==> src/rtl/wsd_pkg.sv <==
// package: register map, field positions, modes and timing constants of the sequencer
package wsd_pkg;
    // clock and time base
    localparam int CLK_HZ        = 250000000;
    localparam int CLK_PERIOD_NS = 4;
    localparam int XTAL_HZ       = 18089000;
    localparam int XTAL_HALF_CYC = CLK_HZ / (2 * XTAL_HZ);
    localparam int RC_STEP_NS    = 31250;
    localparam int RC_HALF_NS    = RC_STEP_NS / 2;
    localparam int RC_HALF_CYC   = RC_HALF_NS / CLK_PERIOD_NS;
    localparam int PULSE_NS      = 15000;
    localparam int PULSE_CYC     = (PULSE_NS + CLK_PERIOD_NS - 1) / CLK_PERIOD_NS;
    localparam int GUARD_CYC     = 4;
    localparam int DD_SETUP_US   = 2600;
    localparam int CLK_SETUP_US  = 500;

    function automatic int steps_of(input int us);
        steps_of = (us * 1000 + RC_STEP_NS - 1) / RC_STEP_NS;
    endfunction

    localparam logic [15:0] DD_STEPS     = 16'(steps_of(DD_SETUP_US));
    localparam logic [15:0] CLK_SU_STEPS = 16'(steps_of(CLK_SETUP_US));

    // register offsets
    localparam logic [7:0] REG_CONFIG   = 8'h00;
    localparam logic [7:0] REG_ON_TIME  = 8'h04;
    localparam logic [7:0] REG_OFF_TIME = 8'h05;
    localparam logic [7:0] REG_CLK_DIV  = 8'h0d;
    localparam logic [7:0] REG_BLOCK_POWERDOWN = 8'h0f;
    localparam logic [7:0] REG_STATUS   = 8'h82;

    // reset values
    localparam logic [15:0] CONFIG_RST   = 16'h0000;
    localparam logic [15:0] ON_TIME_RST  = 16'h0020;
    localparam logic [15:0] OFF_TIME_RST = 16'h0020;
    localparam logic [7:0]  CLK_DIV_RST  = 8'h08;
    localparam logic [15:0] BLOCK_POWERDOWN_RST = 16'hffff;

    // config and clock divider fields
    localparam int CFG_MODE2_BIT    = 0;
    localparam int CFG_MODE1_BIT    = 1;
    localparam int CFG_INV_BIT      = 2;
    localparam int CFG_DOUT_BIT     = 3;
    localparam int CFG_TEST_BIT     = 4;
    localparam int CFG_ADC_CONT_BIT = 5;
    localparam int CFG_WIN_CONT_BIT = 6;
    localparam int CFG_HALF_BIT     = 7;
    localparam int CFG_CLKEN_BIT    = 9;
    localparam int DIV_RATIO_LSB    = 0;
    localparam int DIV_SEL_LSB      = 4;

    // block enable positions, same layout as the block power-down register
    localparam logic [15:0] BLK_REF    = 16'h8000;
    localparam logic [15:0] BLK_RC     = 16'h4000;
    localparam logic [15:0] BLK_DETECT = 16'h3000;
    localparam logic [15:0] BLK_RX     = 16'h0ff8;
    localparam logic [15:0] BLK_PA     = 16'h0004;
    localparam logic [15:0] BLK_PLL    = 16'h0002;
    localparam logic [15:0] BLK_XTAL   = 16'h0001;

    typedef enum logic [1:0] {
        MODE_SLAVE = 2'b00,
        MODE_TIMER = 2'b01,
        MODE_POLL  = 2'b11
    } wsd_mode_e;

    typedef enum logic [1:0] {
        SEQ_BOOT  = 2'b00,
        SEQ_SETUP = 2'b01,
        SEQ_RUN   = 2'b11
    } wsd_seq_e;

    typedef enum logic [1:0] {
        SEL_DIV  = 2'b00,
        SEL_XTAL = 2'b01,
        SEL_RC   = 2'b10,
        SEL_WIN  = 2'b11
    } wsd_sel_e;

    function automatic wsd_mode_e mode_of(input logic m1, input logic m2);
        mode_of = m1 ? MODE_POLL : (m2 ? MODE_TIMER : MODE_SLAVE);
    endfunction
endpackage

==> src/rtl/wsd_div_if.sv <==
// interface: settings and ticks from the sequencer to the clock output divider
`timescale 1ns/1ns
interface wsd_div_if;
    logic [1:0] sel;
    logic [3:0] ratio;
    logic       run;
    logic       xtal_half;
    logic       rc_half;
    logic       win_done;
    logic       clk_out;
    modport top (output sel, ratio, run, xtal_half, rc_half, win_done, input clk_out);
    modport div (input sel, ratio, run, xtal_half, rc_half, win_done, output clk_out);
endinterface

==> src/rtl/wsd_clk_div.sv <==
// clock output divider and source selector
`timescale 1ns/1ns
module wsd_clk_div
    import wsd_pkg::*;
(
    input  wire logic clk,
    input  wire logic sys_rst,
    wsd_div_if.div    dif
);
    logic [4:0] cnt_q;
    logic [4:0] cnt_d;
    logic       out_q;
    logic       out_d;
    logic [4:0] limit;

    always_comb begin
        // half periods of the output, counted in crystal half periods
        limit = {dif.ratio, 1'b1};
        cnt_d = cnt_q;
        out_d = out_q;
        if (!dif.run) begin
            cnt_d = 5'h00;
            out_d = 1'b0;
        end else begin
            unique case (dif.sel)
                SEL_DIV: begin
                    // ratio of twice field plus two
                    if (dif.xtal_half) begin
                        if (cnt_q >= limit) begin
                            cnt_d = 5'h00;
                            out_d = ~out_q;
                        end else begin
                            cnt_d = cnt_q + 5'h01;
                        end
                    end
                end
                SEL_XTAL: if (dif.xtal_half) out_d = ~out_q;
                SEL_RC:   if (dif.rc_half) out_d = ~out_q;
                SEL_WIN:  out_d = dif.win_done;
            endcase
        end
    end

    always_ff @(posedge clk) begin
        if (sys_rst) begin
            cnt_q <= 5'h00;
            out_q <= 1'b0;
        end else begin
            cnt_q <= cnt_d;
            out_q <= out_d;
        end
    end

    assign dif.clk_out = out_q;
endmodule

==> src/rtl/wsd_top.sv <==
// top: wakeup modes, data valid routing, power-up sequencer and register port
//
// Design decisions made here: strobed register access and the placing of the registers.
`timescale 1ns/1ns
module wsd_top
    import wsd_pkg::*;
#(
    parameter int RC_HALF        = RC_HALF_CYC,
    parameter int SYS_SETUP_US   = 1000,
    parameter int TX_SETUP_US    = 500
) (
    input  wire logic        clk,
    input  wire logic        sys_rst,
    input  wire logic [7:0]  reg_addr,
    input  wire logic [15:0] reg_wdata,
    input  wire logic        reg_wr,
    input  wire logic        reg_rd,
    output logic      [15:0] reg_rdata,
    input  wire logic        powerdown_detect_pin_i,
    output logic             powerdown_detect_pin_o,
    output logic             powerdown_detect_pin_oe_n,
    input  wire logic        rx_tx_select_i,
    input  wire logic        modulation_select_i,
    input  wire logic        data_pin_i,
    output logic             data_pin_o,
    output logic             data_pin_oe_n,
    input  wire logic        rx_data_i,
    input  wire logic        rssi_above_th3_i,
    input  wire logic        rate_in_window_i,
    input  wire logic        rate_in_half_window_i,
    input  wire logic        window_done_i,
    output logic             tx_data_o,
    output logic             modulation_fsk_o,
    output logic      [15:0] block_enable_o,
    output logic             divided_clock_pin_o
);
    localparam logic [15:0] SYS_STEPS = 16'(steps_of(SYS_SETUP_US));
    localparam logic [15:0] TX_STEPS  = 16'(steps_of(TX_SETUP_US));
    localparam logic [11:0] PULSE_LEN = 12'(PULSE_CYC);
    localparam logic [11:0] RC_LAST   = 12'(RC_HALF - 1);
    localparam logic [3:0]  XT_LAST   = 4'(XTAL_HALF_CYC - 1);
    localparam logic [2:0]  GUARD_LEN = 3'(GUARD_CYC);

    // pins pass two flops; only the second stage is read
    logic [3:0] s1_q;
    logic [3:0] s2_q;
    always_ff @(posedge clk) begin
        if (sys_rst) begin
            s1_q <= 4'hf;
            s2_q <= 4'hf;
        end else begin
            s1_q <= {powerdown_detect_pin_i, rx_tx_select_i, modulation_select_i, data_pin_i};
            s2_q <= s1_q;
        end
    end
    logic pd_s;
    logic rxsel_s;
    logic mod_s;
    logic data_s;
    assign {pd_s, rxsel_s, mod_s, data_s} = s2_q;

    // registers
    logic [15:0] cfg_q, cfg_d, on_q, on_d, off_q, off_d, blkpd_q, blkpd_d, rdata_d;
    logic [7:0]  div_q, div_d;
    logic [15:0] status;

    always_comb begin
        cfg_d   = cfg_q;
        on_d    = on_q;
        off_d   = off_q;
        blkpd_d = blkpd_q;
        div_d   = div_q;
        if (reg_wr) begin
            unique case (reg_addr)
                REG_CONFIG:   cfg_d = reg_wdata;
                REG_ON_TIME:  on_d = reg_wdata;
                REG_OFF_TIME: off_d = reg_wdata;
                REG_BLOCK_POWERDOWN: blkpd_d = reg_wdata;
                REG_CLK_DIV:  div_d = {2'b00, reg_wdata[5:0]};
                default:      cfg_d = cfg_q;
            endcase
        end
        rdata_d = reg_rdata;
        if (reg_rd) begin
            unique case (reg_addr)
                REG_CONFIG:   rdata_d = cfg_q;
                REG_ON_TIME:  rdata_d = on_q;
                REG_OFF_TIME: rdata_d = off_q;
                REG_BLOCK_POWERDOWN: rdata_d = blkpd_q;
                REG_CLK_DIV:  rdata_d = {8'h00, div_q};
                REG_STATUS:   rdata_d = status;
                default:      rdata_d = 16'h0000;
            endcase
        end
    end

    always_ff @(posedge clk) begin
        if (sys_rst) begin
            cfg_q     <= CONFIG_RST;
            on_q      <= ON_TIME_RST;
            off_q     <= OFF_TIME_RST;
            blkpd_q   <= BLOCK_POWERDOWN_RST;
            div_q     <= CLK_DIV_RST;
            reg_rdata <= 16'h0000;
        end else begin
            cfg_q     <= cfg_d;
            on_q      <= on_d;
            off_q     <= off_d;
            blkpd_q   <= blkpd_d;
            div_q     <= div_d;
            reg_rdata <= rdata_d;
        end
    end

    // time base: rc half ticks, 31.25us steps, crystal half ticks
    logic [11:0] rc_cnt_q, rc_cnt_d;
    logic [3:0]  xt_cnt_q, xt_cnt_d;
    logic        rc_ph_q, rc_ph_d, rc_half, xt_half, step;
    always_comb begin
        rc_half  = (rc_cnt_q == RC_LAST);
        xt_half  = (xt_cnt_q == XT_LAST);
        rc_cnt_d = rc_half ? 12'h000 : rc_cnt_q + 12'h001;
        xt_cnt_d = xt_half ? 4'h0 : xt_cnt_q + 4'h1;
        rc_ph_d  = rc_half ? ~rc_ph_q : rc_ph_q;
        step     = rc_half & rc_ph_q;
    end
    always_ff @(posedge clk) begin
        if (sys_rst) begin
            rc_cnt_q <= 12'h000;
            xt_cnt_q <= 4'h0;
            rc_ph_q  <= 1'b0;
        end else begin
            rc_cnt_q <= rc_cnt_d;
            xt_cnt_q <= xt_cnt_d;
            rc_ph_q  <= rc_ph_d;
        end
    end

    // mode, on/off timer, wake pulse
    wsd_mode_e   mode_q, mode_d;
    logic        phase_on_q, phase_on_d, cycle_end, shot_q, shot_d;
    logic [15:0] tmr_q, tmr_d;
    logic [11:0] pulse_q, pulse_d;
    logic [2:0]  guard_q, guard_d;
    logic        pin_act, active, rx, tx, valid, dd_ready, tx_ready, pulse_req, cont;

    always_comb begin
        mode_d     = mode_of(cfg_q[CFG_MODE1_BIT], cfg_q[CFG_MODE2_BIT]);
        phase_on_d = phase_on_q;
        tmr_d      = tmr_q;
        cycle_end  = 1'b0;
        if (mode_q == MODE_SLAVE) begin
            phase_on_d = 1'b1;
            tmr_d      = 16'h0000;
        end else if (step) begin
            tmr_d = tmr_q + 16'h0001;
            if (phase_on_q && tmr_d >= on_q) begin
                tmr_d      = 16'h0000;
                phase_on_d = (off_q == 16'h0000);
                cycle_end  = (off_q == 16'h0000);
            end else if (!phase_on_q && tmr_d >= off_q) begin
                tmr_d      = 16'h0000;
                phase_on_d = (on_q != 16'h0000);
                cycle_end  = 1'b1;
            end
        end
        // window done, rssi, rate window and detection setup give valid
        valid = window_done_i & rssi_above_th3_i & dd_ready
              & (cfg_q[CFG_HALF_BIT] ? rate_in_half_window_i : rate_in_window_i);
        // continuous only with both bits set
        cont = cfg_q[CFG_ADC_CONT_BIT] & cfg_q[CFG_WIN_CONT_BIT];
        pulse_req = (mode_q == MODE_TIMER && cycle_end)
                  // one-shot allows one per on interval
                  | (mode_q == MODE_POLL && valid && (cont || !shot_q));
        // set wins over the clear at a new cycle
        shot_d = pulse_req | (shot_q & !cycle_end & (mode_q == MODE_POLL));
        pulse_d = pulse_q;
        guard_d = guard_q;
        if (pulse_q != 12'h000) begin
            pulse_d = pulse_q - 12'h001;
            guard_d = GUARD_LEN;
        end else if (pulse_req) begin
            pulse_d = PULSE_LEN;
        end else if (guard_q != 3'h0) begin
            guard_d = guard_q - 3'h1;
        end
    end
    always_ff @(posedge clk) begin
        if (sys_rst) begin
            mode_q     <= MODE_SLAVE;
            phase_on_q <= 1'b1;
            tmr_q      <= 16'h0000;
            shot_q     <= 1'b0;
            pulse_q    <= 12'h000;
            guard_q    <= 3'h0;
        end else begin
            mode_q     <= mode_d;
            phase_on_q <= phase_on_d;
            tmr_q      <= tmr_d;
            shot_q     <= shot_d;
            pulse_q    <= pulse_d;
            guard_q    <= guard_d;
        end
    end

    // own pulse echoes back through the synchroniser, so the pin is ignored meanwhile
    assign pin_act = !pd_s && pulse_q == 12'h000 && guard_q == 3'h0;
    // slave and timer modes follow the pins
    assign active  = (mode_q == MODE_POLL) ? phase_on_q : pin_act;
    assign rx      = (mode_q == MODE_POLL) ? 1'b1 : rxsel_s;
    assign tx      = active & !rx;

    // sequencer
    wsd_seq_e    seq_q, seq_d;
    logic [15:0] seq_cnt_q, seq_cnt_d, su_cnt_q, su_cnt_d, dd_cnt_q, dd_cnt_d;
    logic [15:0] tx_cnt_q, tx_cnt_d, en_d;
    logic        clk_ready, clk_run_d, clk_run_q, data_o_d, data_oe_n_d, tx_data_d;

    always_comb begin
        seq_d     = seq_q;
        seq_cnt_d = seq_cnt_q;
        unique case (seq_q)
            SEQ_BOOT: if (pin_act) seq_d = SEQ_SETUP;
            SEQ_SETUP: begin
                if (step && active) seq_cnt_d = seq_cnt_q + 16'h0001;
                if (seq_cnt_q >= SYS_STEPS) seq_d = SEQ_RUN;
            end
            SEQ_RUN: seq_cnt_d = seq_cnt_q;
        endcase
        clk_ready = (su_cnt_q >= CLK_SU_STEPS);
        su_cnt_d  = (step && !clk_ready) ? su_cnt_q + 16'h0001 : su_cnt_q;
        dd_cnt_d = dd_cnt_q;
        tx_cnt_d = tx_cnt_q;
        if (!(active && rx) || seq_q != SEQ_RUN) dd_cnt_d = 16'h0000;
        else if (step && !dd_ready) dd_cnt_d = dd_cnt_q + 16'h0001;
        if (!tx || seq_q != SEQ_RUN) tx_cnt_d = 16'h0000;
        else if (step && !tx_ready) tx_cnt_d = tx_cnt_q + 16'h0001;
        // polling clock gated by on interval
        // clock enable keeps it running in powerdown
        clk_run_d = clk_ready & (cfg_q[CFG_CLKEN_BIT] | seq_q != SEQ_RUN
                  | ((mode_q == MODE_POLL) ? (phase_on_q & pd_s) : active));
        en_d = BLK_RC;
        if (clk_run_d) en_d = en_d | BLK_REF | BLK_XTAL;
        if (active && rx) en_d = en_d | BLK_REF | BLK_XTAL | BLK_PLL | BLK_RX;
        if (active && rx && dd_ready) en_d = en_d | BLK_DETECT;
        if (tx) en_d = en_d | BLK_REF | BLK_XTAL | BLK_PLL;
        if (tx && tx_ready) en_d = en_d | BLK_PA;
        if (cfg_q[CFG_TEST_BIT]) en_d = ~blkpd_q;
        data_o_d    = 1'b0;
        data_oe_n_d = 1'b0;
        tx_data_d   = 1'b0;
        if (tx) begin
            data_oe_n_d = 1'b1;
            tx_data_d   = data_s;
        end else if (active && cfg_q[CFG_DOUT_BIT]) begin
            data_o_d = rx_data_i ^ cfg_q[CFG_INV_BIT];
        end
    end
    assign dd_ready = (dd_cnt_q >= DD_STEPS);
    assign tx_ready = (tx_cnt_q >= TX_STEPS);

    always_ff @(posedge clk) begin
        if (sys_rst) begin
            seq_q                     <= SEQ_BOOT;
            seq_cnt_q                 <= 16'h0000;
            su_cnt_q                  <= 16'h0000;
            dd_cnt_q                  <= 16'h0000;
            tx_cnt_q                  <= 16'h0000;
            clk_run_q                 <= 1'b0;
            block_enable_o            <= BLK_RC;
            data_pin_o                <= 1'b0;
            data_pin_oe_n             <= 1'b0;
            tx_data_o                 <= 1'b0;
            modulation_fsk_o          <= 1'b0;
            powerdown_detect_pin_oe_n <= 1'b1;
        end else begin
            seq_q                     <= seq_d;
            seq_cnt_q                 <= seq_cnt_d;
            su_cnt_q                  <= su_cnt_d;
            dd_cnt_q                  <= dd_cnt_d;
            tx_cnt_q                  <= tx_cnt_d;
            clk_run_q                 <= clk_run_d;
            block_enable_o            <= en_d;
            data_pin_o                <= data_o_d;
            data_pin_oe_n             <= data_oe_n_d;
            tx_data_o                 <= tx_data_d;
            modulation_fsk_o          <= mod_s;
            powerdown_detect_pin_oe_n <= (pulse_d == 12'h000);
        end
    end
    assign powerdown_detect_pin_o = 1'b0;

    assign status = {6'h00, seq_q, mode_q, phase_on_q, clk_run_q,
                     dd_ready, tx_ready, active, rx};

    wsd_div_if div_if ();
    assign div_if.sel       = div_q[DIV_SEL_LSB +: 2];
    assign div_if.ratio     = div_q[DIV_RATIO_LSB +: 4];
    assign div_if.run       = clk_run_q;
    assign div_if.xtal_half = xt_half;
    assign div_if.rc_half   = rc_half;
    assign div_if.win_done  = window_done_i;

    wsd_clk_div u_div (
        .clk     (clk),
        .sys_rst (sys_rst),
        .dif     (div_if.div)
    );
    assign divided_clock_pin_o = div_if.clk_out;

    // low-time counter on the wake pin, read only by the checks below
    logic [11:0] low_cnt_q;
    always_ff @(posedge clk) begin
        if (sys_rst) low_cnt_q <= 12'h000;
        else low_cnt_q <= powerdown_detect_pin_oe_n ? 12'h000 : low_cnt_q + 12'h001;
    end
endmodule
==> config.mk <==
export PLATFORM = sky130hd
export DESIGN_NAME = wsd_top
export DESIGN_NICKNAME = d
export VERILOG_FILES = /design/src/rtl/wsd_pkg.sv /design/src/rtl/wsd_div_if.sv /design/src/rtl/wsd_clk_div.sv /design/src/rtl/wsd_top.sv
export SDC_FILE = /design/constraint.sdc
export NUM_CORES = 1
export LEC_CHECK = 0
export ABC_AREA = 1
export BUFFER_PORTS_ARGS = -buffer_cell sky130_fd_sc_hd__buf_2
export CAP_MARGIN = 20
export CELL_PAD_IN_SITES_DETAIL_PLACEMENT = 0
export CELL_PAD_IN_SITES_GLOBAL_PLACEMENT = 1
export CORE_MARGIN = 8
export CORE_UTILIZATION = 40
export CTS_CLUSTER_DIAMETER = 30
export DETAILED_ROUTE_END_ITERATION = 10
export GPL_ROUTABILITY_DRIVEN = 0
export PLACE_DENSITY = 0.81
export SLEW_MARGIN = 30
export SYNTH_ARGS = -nofsm -noshare
export SYNTH_HDL_FRONTEND = slang
export SYNTH_SLANG_ARGS = --single-unit
==> constraint.sdc <==
create_clock -name clk -period 3.5 [get_ports clk]
set_clock_uncertainty 0.1 [all_clocks]
set_input_delay 0.525 -clock clk [delete_from_list [all_inputs] [get_ports clk]]
set_output_delay 0.525 -clock clk [all_outputs]
set_load 0.01 [all_outputs]
==> Implementation_results.wiki <==
{| class="wikitable"
! Metric !! Value
|-
| Final Non-Filler Cells || 1954
|-
| Vias in the first global route || 9801
|-
| Element type at the critical path end || flip-flop
|-
| Post-layout util || 52.9%
|-
| Cell with the most instances after synthesis || dfxtp_1
|-
| Nets || 1655
|-
| Library cells used by synthesis || 56
|-
| Most used cell, CP || nand2_1
|-
| Initial DRC Count || 543
|-
| Synthesized netlist cell count || 1439
|-
| Sum of overflow across all layers after global routing || 0
|-
| Clock slew at the register clock pins of the worst setup and hold paths || 50 ps
|-
| Fraction of final layout cells with drive strength greater than 1 || 17.3%
|-
| Buffer levels on the longest clock path || 3
|-
| Critical path data arrival time || 3840 ps
|-
| Clock tree from TritonCTS || built
|-
| Hold Violations, Final || 0
|-
| Post-route DRC violation count || 0
|-
| Slowest stage delay, CP || 360 ps
|-
| Netlist area before placement || 11000 µm²
|-
| Average wire per standard cell || 15.7 µm
|-
| Area added between synthesis and finish || 29.8%
|-
| Slew Viols, Final || 0
|-
| Maximum number of pins on one net before global-route repair || 52
|-
| Number of ports placed on the die boundary || 76
|-
| Number of synthesized register bits || 240
|-
| Final worst path period share || 98.3%
|-
| Yosys top cell by area || dfxtp_1
|-
| Most frequent cells after synthesis || dfxtp_1 (240), inv_1 (231), nand2_1 (219)
|-
| Skew-Pair Late Insertion Delay || 570 ps
|-
| Type of origin of the critical path || flip-flop
|-
| Number of routed nets with antenna violations || 0
|-
| Area share of the largest cell type after synthesis || 43.8%
|-
| Vias per inst || 5.04
|-
| Clock sink count || 240
|-
| Placed insts || 1840
|-
| Max Freq || 291 MHz
|-
| Initial Util || 40.7%
|-
| Layout fillers || 2528
|-
| Top post-synthesis cells by area || dfxtp_1 (44%), inv_1 (7.9%), nand2_1 (7.5%), ha_1 (6.0%), nor2_1 (5.7%)
|-
| Cell chosen for the clock root || clkbuf_16
|-
| Row cnt || 60
|-
| Setup tns final || 0 ps
|-
| Die Span Y || 182 µm
|-
| Classification of the worst-slack hold path || in2reg
|-
| Worst endpoint required time || 3900 ps
|-
| Yosys warnings || 0
|-
| Detailed-router iteration count before antenna repair || 6
|-
| Result of the run || finished, final reports clean
|-
| Post-synth top flop || dfxtp_1
|-
| Largest fanout on the critical path || 4
|-
| Wire length of the first global-routing pass || 49300 µm
|-
| Cts-stage hold buffer count || 0
|-
| Antenna violations before repair || 0
|-
| Net count after synthesis || 1529
|-
| Core Area || 27000 µm²
|-
| Die area || 33000 µm²
|-
| FFs w/ async S/R, synth || 0%
|-
| Max capacitance violation total || 0
|-
| Number of enable-type register cells in the synthesized netlist || 0
|-
| Static leakage || 6.04 nW
|-
| CP max-delay cell || dfxtp_4
|-
| Antenna diode count || 0
|-
| Max H-tree Level || 2
|-
| Avg Inst Size Synth || 7.63 µm²
|-
| Part of the Yosys area used for sequential elements || 43.8%
|-
| Summed area of non-filler cells in the final layout || 14200 µm²
|-
| Total global-route track usage || 18.1%
|-
| Power density relative to cell area || 680 nW/µm²
|-
| Total number of vias || 9843
|-
| Transition time at the pin with the least slew margin || 655 ps
|-
| Buffers added on ports || 74
|-
| Clock buffer count from CTS || 57
|-
| Headroom to the max-slew limit || 56.3%
|-
| Post-detailed-routing wire length || 30700 µm
|-
| Final HPWL from detailed placement || 21500 µm
|-
| Unrepaired setup endpoints after global routing || true
|-
| Horizontal extent of the die || 182 µm
|-
| Worst VDD drop || 403 µV
|-
| DP Area || 11800 µm²
|-
| Setup violators final || 0
|-
| Class of the most critical setup path || reg2reg
|-
| Final worst hold slack || 51.4 ps
|-
| Final critical delay including setup and external delays || 3440 ps
|}
-- flip-flops by register name (all words and copies together), names as in the netlist, 5 cells and up --
| name | cells |
|---|---|
| blkpd_q | 16 |
| block_enable_o | 16 |
| cfg_q | 16 |
| dd_cnt_q | 16 |
| div_q | 6 |
| off_q | 16 |
| on_q | 16 |
| pulse_q | 12 |
| rc_cnt_q | 12 |
| reg_rdata | 16 |
| seq_cnt_q | 16 |
| su_cnt_q | 16 |
| tmr_q | 16 |
| tx_cnt_q | 16 |
| u_div.cnt_q | 5 |
-- per-stage QoR --
| stage | total power, W | setup slack, ps |
|---|---|---|
| 2_1_floorplan | 0.00363 | 53.9 |
| 3_3_place_gp | 0.00384 | -29.2 |
| 3_5_place_dp | 0.00385 | -177 |
| 4_1_cts | 0.00976 | 3.94 |
| 5_1_grt | 0.0101 | -268 |
| 6_report | 0.00969 | 59.6 |
-- layout make-up --
type / instances / area (µm²) / share of cell area (%)
Multi-Input combinational cell: 922 / 5300 / 37.2
Sequential cell: 240 / 4810 / 33.8
Clock buffer: 68 / 1540 / 10.8
Inverter: 232 / 871 / 6.11
Timing Repair Buffer: 112 / 669 / 4.70
Clock inverter: 39 / 634 / 4.45
Tap cell: 341 / 427 / 2.99
-- placed cells by master, fill, tap and decap left out, types with 8 or more instances in the layout --
master	instances
a211oi_1	32
a21oi_1	105
buf_2	73
buf_4	36
bufinv_16	14
clkbuf_16	57
clkinv_2	8
dfxtp_1	238
ha_1	51
inv_1	230
nand2_1	214
nand3_1	46
nand4_1	26
nor2_1	162
nor3_1	17
nor4_1	16
o211ai_1	24
o21ai_0	79
o22ai_1	14
or2_2	9
xor2_1	25
-- metal layers --
layer | wire, µm | track usage [%] | vias up
met5 | 0 | 0 | -
met4 | 737 | 6.20 | 0
met3 | 1670 | 3.81 | 61
met2 | 14500 | 31.1 | 250
met1 | 13800 | 22.1 | 4517
li1 | - | - | 5015
-- where the power goes --
part           total (W)  leakage [nW]  switching [W]  internal, W
logic           0.000898          3.05       0.000575     0.000324
clock network    0.00588          1.05        0.00171      0.00417
registers        0.00292          1.94      0.0000861      0.00283
total            0.00969          6.04        0.00237      0.00733
-- cell families (layout without fill, tap and decap cells) --
logic type                 Yosys count  in the layout  share of synthesized area, %
and+or+nand+nor                    539            539                          22.0
AOI/OAI and AO/OA                  296            296                          15.8
buffers and inverters              277            451                          9.62
DFF                                240            240                          43.8
adders and majority gates           53             53                          6.04
xor gates and xnor gates            32             32                          2.55
other                                1              1                        0.0342
muxes                                1              1                         0.103
-- critical path, delay by kind of cell (launching register included) --
| family | cells | cell delay, ps |
|---|---|---|
| buffers and inverters | 4 | 350 |
| AO/OA/AOI/OAI | 1 | 70 |
| AND/OR/NAND/NOR | 22 | 2280 |
| flip-flops | 1 | 360 |
| adder cells (fa/ha/maj) | 1 | 250 |
-- repair_timing --
action	in CTS	in global routing
buffers inserted	2	4
gates cloned	0	1
resized for setup	10	38
setup endpoints to repair	23	30
pin swaps	5	16
-- worst paths after layout --
check	startpoint	to	slack, ps	depth (start not counted)
max	tmr_q[1]$_SDFFE_PP0P_	powerdown_detect_pin_oe_n$_SDFF_PP1_	60	28
min	rx_tx_select_i	s1_q[2]$_SDFF_PP1_	50	2
max reg2reg	tmr_q[1]$_SDFFE_PP0P_	powerdown_detect_pin_oe_n$_SDFF_PP1_	60	28
min reg2reg	s2_q[1]$_SDFF_PP1_	modulation_fsk_o$_SDFF_PP0_	310	2
Power figures use the tool's default switching activity.
